`src/pkg/tef_regs.vh`:
```
// Purpose: Register map and field positions of the timer event slice
// Assumes: 32-bit AXI4-Lite, one aligned word per register
// Notes:   Offsets are local choices
`ifndef TEF_REGS_VH
`define TEF_REGS_VH
`define TEF_OFS_ENABLE   4'h0
`define TEF_OFS_STATUS   4'h4
`define TEF_OFS_SWEVT    4'h8
`define TEF_OFS_CHMODE   4'hc
`define TEF_OFS_CTRL     4'h0
`define TEF_ENABLE_MASK  16'h7fff
`define TEF_STATUS_MASK  16'h1eff
`define TEF_SWEVT_MASK   16'h00ff
`define TEF_CTRL_MASK    16'h003f
`define TEF_RESET_VALUE  16'h0000
`define TEF_BIT_BRK      7
`define TEF_BIT_TRG      6
`define TEF_BIT_HALL     5
`define TEF_BIT_OVF      0
`define TEF_BIT_DMA_OVF  8
`define TEF_BIT_DMA_HALL 13
`define TEF_BIT_DMA_TRG  14
`define TEF_BIT_RECAP    9
`define TEF_BIT_CH1_DIR  0
`define TEF_BIT_CH2_DIR  8
`define TEF_BIT_CH1_SW   7
`define TEF_BIT_CH2_SW   15
`define TEF_MODE_SUSPEND 3'h5
`define TEF_DIR_OUTPUT   2'h0
`define TEF_DIR_OWN      2'h1
`define TEF_DIR_CROSS    2'h2
`define TEF_DIR_TRIGGER  2'h3
`define TEF_OC_OFF       3'h0
`define TEF_OC_SET       3'h1
`define TEF_OC_CLEAR     3'h2
`define TEF_OC_TOGGLE    3'h3
`define TEF_OC_LOW       3'h4
`define TEF_OC_HIGH      3'h5
`define TEF_OC_PWM_A     3'h6
`define TEF_OC_PWM_B     3'h7
`endif

```
`src/core/tef_event_flags.v`:
```
// Purpose: Event flags, interrupt and DMA enables, software events and
//          channel 1/2 mode register of an advanced timer, on AXI4-Lite
// Assumes: Counter, capture inputs and break come from the rest of the timer
// Notes:   Notes on behaviour below
//
// Notes on behaviour
// - DMA enables for ch4..ch1, overflow at 12..8
// - Interrupt enables bits 7..0, reset disabled
// - Recapture flag when capture hits set flag
// - Write zero clears flag, one keeps it
// - Break flag set while break input active
// - Trigger flag on edge, any edge suspend
// - Commutation flag on preload update event
// - Input mode: capture sets, read/zero clears
// - Output mode: compare sets, zero write clears
// - Overflow flag; extra sources when both bits zero
// - Software event register fires matching events
// - Software commutation only for complementary channels
// - Clear input forces ch1 raw reference low
// - Ch2 direction field decodes output or sources
// - Mode bits meaning follows channel direction
// - Ch2 fields bits 15..10, ch1 bits 7..2
// - Trigger and commutation DMA enables bits 14, 13
// - Output control decode of raw reference
`timescale 1ns/10ps
`include "tef_regs.vh"
module tef_event_flags #(
  parameter CW = 16
) (
  input  wire          aclk,
  input  wire          aresetn,
  input  wire [3:0]    s_axi_awaddr,
  input  wire          s_axi_awvalid,
  output wire          s_axi_awready,
  input  wire [31:0]   s_axi_wdata,
  input  wire [3:0]    s_axi_wstrb,
  input  wire          s_axi_wvalid,
  output wire          s_axi_wready,
  output reg  [1:0]    s_axi_bresp,
  output reg           s_axi_bvalid,
  input  wire          s_axi_bready,
  input  wire [3:0]    s_axi_araddr,
  input  wire          s_axi_arvalid,
  output wire          s_axi_arready,
  output reg  [31:0]   s_axi_rdata,
  output reg  [1:0]    s_axi_rresp,
  output reg           s_axi_rvalid,
  input  wire          s_axi_rready,
  input  wire          break_active,
  input  wire          slave_trigger_line,
  input  wire          clear_input_pin,
  input  wire [2:0]    slave_mode,
  input  wire          trigger_source_internal,
  input  wire          overflow_event_disable,
  input  wire          overflow_source_select,
  input  wire          counter_overflow,
  input  wire          trigger_reinit,
  input  wire          preload_update,
  input  wire [3:0]    channel_enable_bit,
  input  wire [3:0]    has_complementary,
  input  wire [3:0]    ch_is_input,
  input  wire [3:0]    capture_event,
  input  wire [3:0]    compare_event,
  input  wire [3:0]    data_reg_read,
  input  wire          ch1_filtered_own,
  input  wire          ch1_filtered_to_ch2,
  input  wire          ch2_filtered_own,
  input  wire          internal_trigger_capture_src,
  input  wire [CW-1:0] counter_value,
  input  wire [CW-1:0] ch1_compare_value,
  input  wire          count_down,
  output wire          timer_irq,
  output wire [6:0]    dma_req,
  output wire          sw_trigger_pulse,
  output wire          sw_break_pulse,
  output wire [3:0]    commutation_apply,
  output wire          ch2_capture_input,
  output wire          ch2_capture_valid,
  output reg           ch1_raw_output_ref,
  output wire          ch1_output_connected,
  output wire [15:0]   channel_pair_a_mode_q
);

  reg  [15:0] dma_and_irq_enable;
  reg  [15:0] event_status_flags;
  reg  [15:0] channel_pair_a_mode;
  reg  [7:0]  sw_fire;
  reg         have_aw;
  reg         have_w;
  reg  [3:0]  aw_addr;
  reg  [31:0] w_data;
  reg  [3:0]  w_strb;

  // One write at a time: new address or data waits for the response
  wire wr_go = have_aw && have_w && !s_axi_bvalid;
  wire [15:0] wr16 = {w_strb[1] ? w_data[15:8] : 8'h00, w_strb[0] ? w_data[7:0] : 8'h00};
  wire [15:0] keep = {{8{w_strb[1]}}, {8{w_strb[0]}}};

  assign s_axi_awready = !have_aw && !s_axi_bvalid;
  assign s_axi_wready  = !have_w && !s_axi_bvalid;
  assign s_axi_arready = !s_axi_rvalid;

  function hit;
    input [3:0] a;
    input [3:0] ofs;
    begin
      hit = (a[3:2] == ofs[3:2]);
    end
  endfunction

  // Byte-lane merge of a register write; lanes 2 and 3 have no storage
  function [15:0] merge;
    input [15:0] old;
    input [15:0] wd;
    input [15:0] lanes;
    begin
      merge = (old & ~lanes) | (wd & lanes);
    end
  endfunction

  // Pin inputs: bit 0 trigger, bit 1 clear, bit 2 break
  // Three stages; a level is taken only once stages two and three agree,
  // so a glitch shorter than one clock never reaches a flag
  wire [2:0] pin_raw = {break_active, clear_input_pin, slave_trigger_line};
  wire [2:0] pin_now;
  wire [2:0] pin_agree;
  wire [2:0] pin_held;
  genvar g;
  generate
    for (g = 0; g < 3; g = g + 1) begin : g_pin_sync
      reg [2:0] stage;
      reg       held;
      always @(posedge aclk) begin
        if (!aresetn) begin
          stage <= 3'h0;
          held  <= 1'b0;
        end else begin
          stage <= {stage[1:0], pin_raw[g]};
          if (stage[2] == stage[1])
            held <= stage[2];
        end
      end
      assign pin_now[g]   = stage[2];
      assign pin_agree[g] = (stage[2] == stage[1]);
      assign pin_held[g]  = held;
    end
  endgenerate

  // Held levels reset low like the idle pins, so reset makes no false edge
  wire trg_rise  = pin_agree[0] && pin_now[0] && !pin_held[0];
  wire trg_any   = pin_agree[0] && (pin_now[0] != pin_held[0]);
  wire clr_level = pin_held[1];
  wire brk_level = pin_held[2];

  // Event sources, software pulses included
  wire trg_event  = ((slave_mode == `TEF_MODE_SUSPEND) ? trg_any : trg_rise)
                    || sw_fire[`TEF_BIT_TRG];
  wire brk_event  = brk_level || sw_fire[`TEF_BIT_BRK];
  wire hall_event = preload_update || sw_fire[`TEF_BIT_HALL];
  wire ovf_alt    = !overflow_event_disable && !overflow_source_select;
  // Software and reinit overflows count only when both select bits are clear
  wire ovf_event  = counter_overflow
                    || (ovf_alt && (trigger_reinit || sw_fire[`TEF_BIT_OVF]));
  wire [3:0] ch_set = (ch_is_input & capture_event) | (~ch_is_input & compare_event)
                      | sw_fire[4:1];
  wire [3:0] recap = ch_is_input & capture_event & event_status_flags[4:1];

  assign sw_trigger_pulse  = sw_fire[`TEF_BIT_TRG];
  assign sw_break_pulse    = sw_fire[`TEF_BIT_BRK];
  // Hardware commutation reaches the outputs elsewhere; only the software one is routed here
  assign commutation_apply = {4{sw_fire[`TEF_BIT_HALL]}} & has_complementary;

  // Only enabled byte lanes clear; a one in the data leaves the flag alone
  wire st_wr = wr_go && hit(aw_addr, `TEF_OFS_STATUS);
  wire [15:0] st_clr = st_wr ? (keep & ~wr16) : 16'h0000;

  // Clears first, then every set of this cycle on top
  reg [15:0] next_status;
  reg [15:0] set_vec;
  integer i;
  always @* begin
    set_vec = 16'h0000;
    set_vec[`TEF_BIT_BRK]  = brk_event;
    set_vec[`TEF_BIT_TRG]  = trg_event;
    set_vec[`TEF_BIT_HALL] = hall_event;
    set_vec[`TEF_BIT_OVF]  = ovf_event;
    set_vec[4:1]           = ch_set;
    set_vec[12:9]          = recap;
    next_status = event_status_flags & ~st_clr;
    for (i = 1; i <= 4; i = i + 1) begin
      if (ch_is_input[i-1] && data_reg_read[i-1])
        next_status[i] = 1'b0;
    end
    next_status = (next_status | set_vec) & `TEF_STATUS_MASK; // Set wins over clear
  end

  // Register writes and the one-shot software events
  always @(posedge aclk) begin
    if (!aresetn) begin
      dma_and_irq_enable  <= `TEF_RESET_VALUE;
      event_status_flags  <= `TEF_RESET_VALUE;
      channel_pair_a_mode <= `TEF_RESET_VALUE;
      sw_fire             <= 8'h00;
    end else begin
      event_status_flags <= next_status;
      // Fire bits last one clock; nothing stays armed between writes
      sw_fire <= 8'h00;
      if (wr_go && hit(aw_addr, `TEF_OFS_ENABLE))
        dma_and_irq_enable <= merge(dma_and_irq_enable, wr16, keep)
                              & `TEF_ENABLE_MASK;
      if (wr_go && hit(aw_addr, `TEF_OFS_SWEVT))
        sw_fire <= wr16[7:0];
      if (wr_go && hit(aw_addr, `TEF_OFS_CHMODE)) begin
        // Direction fields are taken as written; enable checks are software's job
        channel_pair_a_mode <= merge(channel_pair_a_mode, wr16, keep);
      end
    end
  end

  // AXI write channel
  // Address and data halves are held until both are in; the write then frees them and raises the response
  always @(posedge aclk) begin
    if (!aresetn) begin
      have_aw      <= 1'b0;
      have_w       <= 1'b0;
      aw_addr      <= 4'h0;
      w_data       <= 32'h0000_0000;
      w_strb       <= 4'h0;
      s_axi_bvalid <= 1'b0;
      s_axi_bresp  <= 2'h0;
    end else begin
      if (s_axi_awvalid && s_axi_awready) begin
        have_aw <= 1'b1;
        aw_addr <= s_axi_awaddr;
      end
      if (s_axi_wvalid && s_axi_wready) begin
        have_w <= 1'b1;
        w_data <= s_axi_wdata;
        w_strb <= s_axi_wstrb;
      end
      if (wr_go) begin
        have_aw      <= 1'b0;
        have_w       <= 1'b0;
        s_axi_bvalid <= 1'b1;
        s_axi_bresp  <= 2'h0;
      end else if (s_axi_bvalid && s_axi_bready) begin
        s_axi_bvalid <= 1'b0;
      end
    end
  end

  // AXI read channel; unmapped offsets cannot occur in a 16-byte window
  always @(posedge aclk) begin
    if (!aresetn) begin
      s_axi_rvalid <= 1'b0;
      s_axi_rdata  <= 32'h0000_0000;
      s_axi_rresp  <= 2'h0;
    end else begin
      if (s_axi_arvalid && s_axi_arready) begin
        s_axi_rvalid <= 1'b1;
        s_axi_rresp  <= 2'h0;
        case (s_axi_araddr[3:2])
          2'h0:    s_axi_rdata <= {16'h0000, dma_and_irq_enable};
          2'h1:    s_axi_rdata <= {16'h0000, event_status_flags};
          2'h2:    s_axi_rdata <= 32'h0000_0000; // Fire bits read as zero
          default: s_axi_rdata <= {16'h0000, channel_pair_a_mode};
        endcase
      end else if (s_axi_rvalid && s_axi_rready) begin
        s_axi_rvalid <= 1'b0;
      end
    end
  end

  // Interrupt and DMA requests
  // Recapture flags raise no request of their own
  assign timer_irq = |(event_status_flags[7:0] & dma_and_irq_enable[7:0]);
  assign dma_req = {dma_and_irq_enable[`TEF_BIT_DMA_TRG] & event_status_flags[`TEF_BIT_TRG],
                    dma_and_irq_enable[`TEF_BIT_DMA_HALL] & event_status_flags[`TEF_BIT_HALL],
                    dma_and_irq_enable[12:9] & event_status_flags[4:1],
                    dma_and_irq_enable[`TEF_BIT_DMA_OVF] & event_status_flags[`TEF_BIT_OVF]};

  // Channel 2 input source decode
  // Trigger capture is only valid with an internal trigger source
  wire [1:0] ch2_dir = channel_pair_a_mode[`TEF_BIT_CH2_DIR+1:`TEF_BIT_CH2_DIR];
  reg        ch2_src;
  reg        ch2_ok;
  always @* begin
    case (ch2_dir)
      `TEF_DIR_OUTPUT:  begin ch2_src = 1'b0; ch2_ok = 1'b0; end
      `TEF_DIR_OWN:     begin ch2_src = ch2_filtered_own; ch2_ok = 1'b1; end
      `TEF_DIR_CROSS:   begin ch2_src = ch1_filtered_to_ch2; ch2_ok = 1'b1; end
      `TEF_DIR_TRIGGER: begin
        ch2_src = internal_trigger_capture_src;
        ch2_ok  = trigger_source_internal;
      end
      default:          begin ch2_src = 1'b0; ch2_ok = 1'b0; end
    endcase
  end
  assign ch2_capture_input = ch2_src;
  assign ch2_capture_valid = ch2_ok;
  assign channel_pair_a_mode_q = channel_pair_a_mode;

  // Channel 1 raw reference, used only in output direction
  // Compares use the live counter; compare buffering lives upstream
  wire [1:0] ch1_dir = channel_pair_a_mode[`TEF_BIT_CH1_DIR+1:`TEF_BIT_CH1_DIR];
  wire [2:0] ch1_oc  = channel_pair_a_mode[6:4];
  wire       ch1_sw  = channel_pair_a_mode[`TEF_BIT_CH1_SW];
  wire       ch1_eq  = (counter_value == ch1_compare_value);
  wire       ch1_gt  = (ch1_compare_value > counter_value);
  wire       ch1_lt  = (ch1_compare_value < counter_value);
  assign ch1_output_connected = (ch1_dir == `TEF_DIR_OUTPUT) && (ch1_oc != `TEF_OC_OFF);
  reg next_raw;
  always @* begin
    next_raw = ch1_raw_output_ref;
    case (ch1_oc)
      `TEF_OC_OFF:    next_raw = ch1_raw_output_ref;
      `TEF_OC_SET:    if (ch1_eq) next_raw = 1'b1;
      `TEF_OC_CLEAR:  if (ch1_eq) next_raw = 1'b0;
      `TEF_OC_TOGGLE: if (ch1_eq) next_raw = !ch1_raw_output_ref;
      `TEF_OC_LOW:    next_raw = 1'b0;
      `TEF_OC_HIGH:   next_raw = 1'b1;
      `TEF_OC_PWM_A:  next_raw = count_down ? !ch1_lt : ch1_gt;
      `TEF_OC_PWM_B:  next_raw = count_down ? ch1_lt : !ch1_gt;
      default:        next_raw = 1'b0;
    endcase
    if (ch1_dir != `TEF_DIR_OUTPUT)
      next_raw = 1'b0;
    if (ch1_sw && clr_level)
      next_raw = 1'b0;
  end

  always @(posedge aclk) begin
    if (!aresetn)
      ch1_raw_output_ref <= 1'b0;
    else
      ch1_raw_output_ref <= next_raw;
  end

endmodule // tef_event_flags

```
`config.mk`:
```
export PLATFORM = sky130hd
export DESIGN_NAME = tef_event_flags
export DESIGN_NICKNAME = d
export VERILOG_FILES = /design/src/core/tef_event_flags.v
export VERILOG_INCLUDE_DIRS = /design/src /design/src/pkg
export SDC_FILE = /design/constraint.sdc
export NUM_CORES = 1
export LEC_CHECK = 0
export BUFFER_PORTS_ARGS = -buffer_cell sky130_fd_sc_hd__buf_2
export CELL_PAD_IN_SITES_DETAIL_PLACEMENT = 1
export CELL_PAD_IN_SITES_GLOBAL_PLACEMENT = 1
export CORE_ASPECT_RATIO = 0.5
export CORE_MARGIN = 1.5
export CORE_UTILIZATION = 35
export CTS_CLUSTER_DIAMETER = 60
export DETAILED_ROUTE_END_ITERATION = 12
export GPL_TIMING_DRIVEN = 0
export HOLD_SLACK_MARGIN = 0.03
export PLACE_DENSITY = 0.89
export SLEW_MARGIN = 15
export SYNTH_ARGS = -nofsm -noshare
export SYNTH_HDL_FRONTEND = slang
export SYNTH_SLANG_ARGS = --single-unit
```
`constraint.sdc`:
```
create_clock -name aclk -period 2 [get_ports aclk]
set_input_delay 0.1 -clock aclk [delete_from_list [all_inputs] [get_ports aclk]]
set_output_delay 0.1 -clock aclk [all_outputs]
set_load 0.01 [all_outputs]
```
==> summary.txt <==
Yosys
  – Register area share after synthesis: 41.9%
  – Async S/R FF share, synth: 0%
  – Syn_area_per_cell: 9.11 um^2
  – Post-Syn Instances: 546
  – Commonest cells post-synth: dfxtp_1, nand2_1, a21boi_0, mux2i_1, nor2b_1
  – Most frequent cell after synthesis: dfxtp_1
  – Top post-synthesis cells by area: dfxtp_1, mux2i_1, a21boi_0
  – Cell variety after synth: 43
  – Ys flop type: dfxtp_1
  – Top-area cell type share of the netlist area: 41.9%
  – Post-Syn Area: 4970 um^2
  – Post-synth EDFFs: 0
  – Warnings from Yosys: 0
  – Largest area contributor in the netlist: dfxtp_1
  – Yosys reg bits: 104

Floorplanning
  – Core area: 13,700 um^2
  – Die Wd: 172 um
  – Rows: 30
  – Die height: 87.3 um
  – I/O Pins: 199
  – Initial Utilization: 36.3%
  – Die area: 15,000 um^2

Power
  – LEAKAGE: 3.13 nW
  – Power Dens Cells: 713 nW/um^2
  – Max IR drop VDD: 0.000383 V

Worst hold path
  – HP Class: in -> reg

Cells and area
  – Fin nets: 894
  – Final Core Density: 48.0%
  – N_diodes: 0
  – Post-Layout Cell Count: 945
  – Fillers: 1,664
  – Share of cells above drive strength 1: 26.7%
  – P&R area growth vs syn: 32.2%
  – Fin area: 6570 um^2

Setup path
  – Cell-by-cell trace of the critical path: nand3b_4 > nor2_1 > nand2_2 > o21ai_1 > o21ai_0 > o31a_1
  – Crit path launch type: register
  – Crit path max fanout: 9
  – Worst Path Arrival: 2.06 ns
  – Required @ worst endpoint: 2.24 ns
  – Setup CP Type: reg -> reg
  – Critical path's slowest cell: dfxtp_1
  – Critical path endpoint category: register
  – CP peak stage delay: 0.39 ns

Placed design
  – Post-DP HPWL: 12,100 um
  – DP Cell Count: 907
  – IO Port Bufs: 150
  – Final GP Congestion: 0.846
  – Dpl cell area: 6040 um^2

GRT
  – Largest net degree at the start of global routing: 17
  – Gr ovfl total: 0
  – All-Layer GR Usage: 23.5%
  – Vias in the first global route: 5,070
  – First-pass GRT wire length: 26,600 um
  – Initial antenna violation count: 0

CTS
  – Clock-pin slew on the worst setup and hold paths: 0.07 ns
  – Root Driver: clkbuf_16
  – Htree depth: 3
  – Num CTS Buffers: 9
  – Setup Fix Bufs, Post-CTS: 0
  – TritonCTS clock tree: built
  – Bufs on Longest Clock Path: 2
  – Clock Sinks: 104
  – Worst-Skew Late Latency: 0.35 ns

Timing
  – Clock Skews: 0.0105 ns
  – Max Clk Rate: 0.549 GHz
  – Hold WS: 0.0282 ns
  – Period minus WS final: 1.82 ns
  – Least-Margin Pin Slew: 0.622 ns
  – Final Max Tran Viols: 0
  – Final Hold Viols: 0
  – Final Setup Violations: 0
  – Slew HR: 58.5%
  – Period utilization: 91.1%
  – Setup TNS: 0 ns
  – RSZ-0062 raised after global routing: false

Route
  – Drt wl/cell: 18.0 um
  – DRC: 0
  – Avg Vias per Cell: 5.05
  – Vias after detailed routing: 4,774
  – TritonRoute pass-1 iters: 4
  – Number of routed nets with antenna violations: 0
  – DRT Wirelength: 17,000 um
  – Drt first-iter violations: 248

Flow run
  – Max capacitance violation total: 0

Run status
  – Status: finished clean
-- worst max-delay path: cells and delay by family, from the launching register on --
kind             cells  cell delay, ns
AO/OA/AOI/OAI        3            0.59
AND/OR/NAND/NOR      3            0.73
flip-flops           1            0.39
-- power by group --
| part | internal [mW] | switching, mW | total (mW) |
|---|---|---|---|
| sequential | 2.15 | 0.0891 | 2.24 |
| clock | 1.04 | 0.813 | 1.85 |
| combinational | 0.288 | 0.309 | 0.597 |
| total | 3.47 | 1.21 | 4.68 |
-- logic make-up (layout without fill, tap and decap cells) --
| group | Yosys count | after routing | synth area share [%] |
|---|---|---|---|
| adders and majority gates | 21 | 21 | 5.28 |
| buffers and inverters | 67 | 255 | 6.89 |
| other | 1 | 20 | 0.0754 |
| muxes | 37 | 37 | 7.45 |
| DFF | 104 | 104 | 41.9 |
| and+or+nand+nor | 194 | 194 | 20.4 |
| AOI/OAI and AO/OA | 122 | 122 | 18.1 |
-- layout make-up --
class | count | area, um^2 | area share (%)
Timing Repair Buffer | 173 | 981 | 14.9
Inverter | 22 | 82.6 | 1.26
Sequential cell | 104 | 2080 | 31.7
Multi-Input combinational cell | 394 | 2620 | 39.9
Clock inverter | 4 | 52.6 | 0.799
Buffer | 45 | 260 | 3.96
Clock buffer | 11 | 253 | 3.84
Tap cell | 192 | 240 | 3.65
-- repair_timing --
item / CTS / global route
hold buffers: 23 / 0
hold endpoints to repair: 22 / 0
gates resized for setup: 0 / 1
endpoints found under the setup margin: 0 / 1
-- layer usage --
metal	track usage, %	vias up	part of all wire [%]
met2	41.9	170	49
met4	9.17	0	2.9
met3	5.72	38	5.8
met5	0	-	0
met1	27.4	2315	42
li1	-	2251	-
-- stage by stage --
stage,setup WS [ns],total power [mW]
finish,0.179,4.68
CTS,0.0729,4.68
global placement,0.176,2.80
global route,0.0691,4.85
detailed placement,0.0938,2.83
floorplan,0.513,2.58
-- layout by cell type, fill, tap and decap left out, types with 12 or more instances in the layout --
master           n
clkbuf_1        15
o21ai_0         12
nand2_1         75
o211a_1         17
buf_4           22
conb_1          20
nor2b_1         34
inv_1           22
mux2i_1         37
dlygate4sd3_1   23
o211ai_1        17
buf_2          157
ha_1            21
dfxtp_1        104
and2_1          30
nand3_1         15
a21boi_0        41
nor2_1          18
-- worst paths after layout --
kind                                                   startpoint                           endpoint  slack (ns)  depth (start not counted)
worst max-delay path                    s_axi_bvalid$_SDFFE_PN0P_   event_status_flags[6]$_SDFF_PN0_        0.18                          6
worst min-delay path                              s_axi_awaddr[2]            aw_addr[2]$_SDFFE_PN0P_        0.03                          3
worst max register to register          s_axi_bvalid$_SDFFE_PN0P_   event_status_flags[6]$_SDFF_PN0_        0.18                          6
worst min register to register  g_pin_sync[0].stage[0]$_SDFF_PN0_  g_pin_sync[0].stage[1]$_SDFF_PN0_        0.44                          1
No activity file was read; power rests on OpenSTA's default activity.
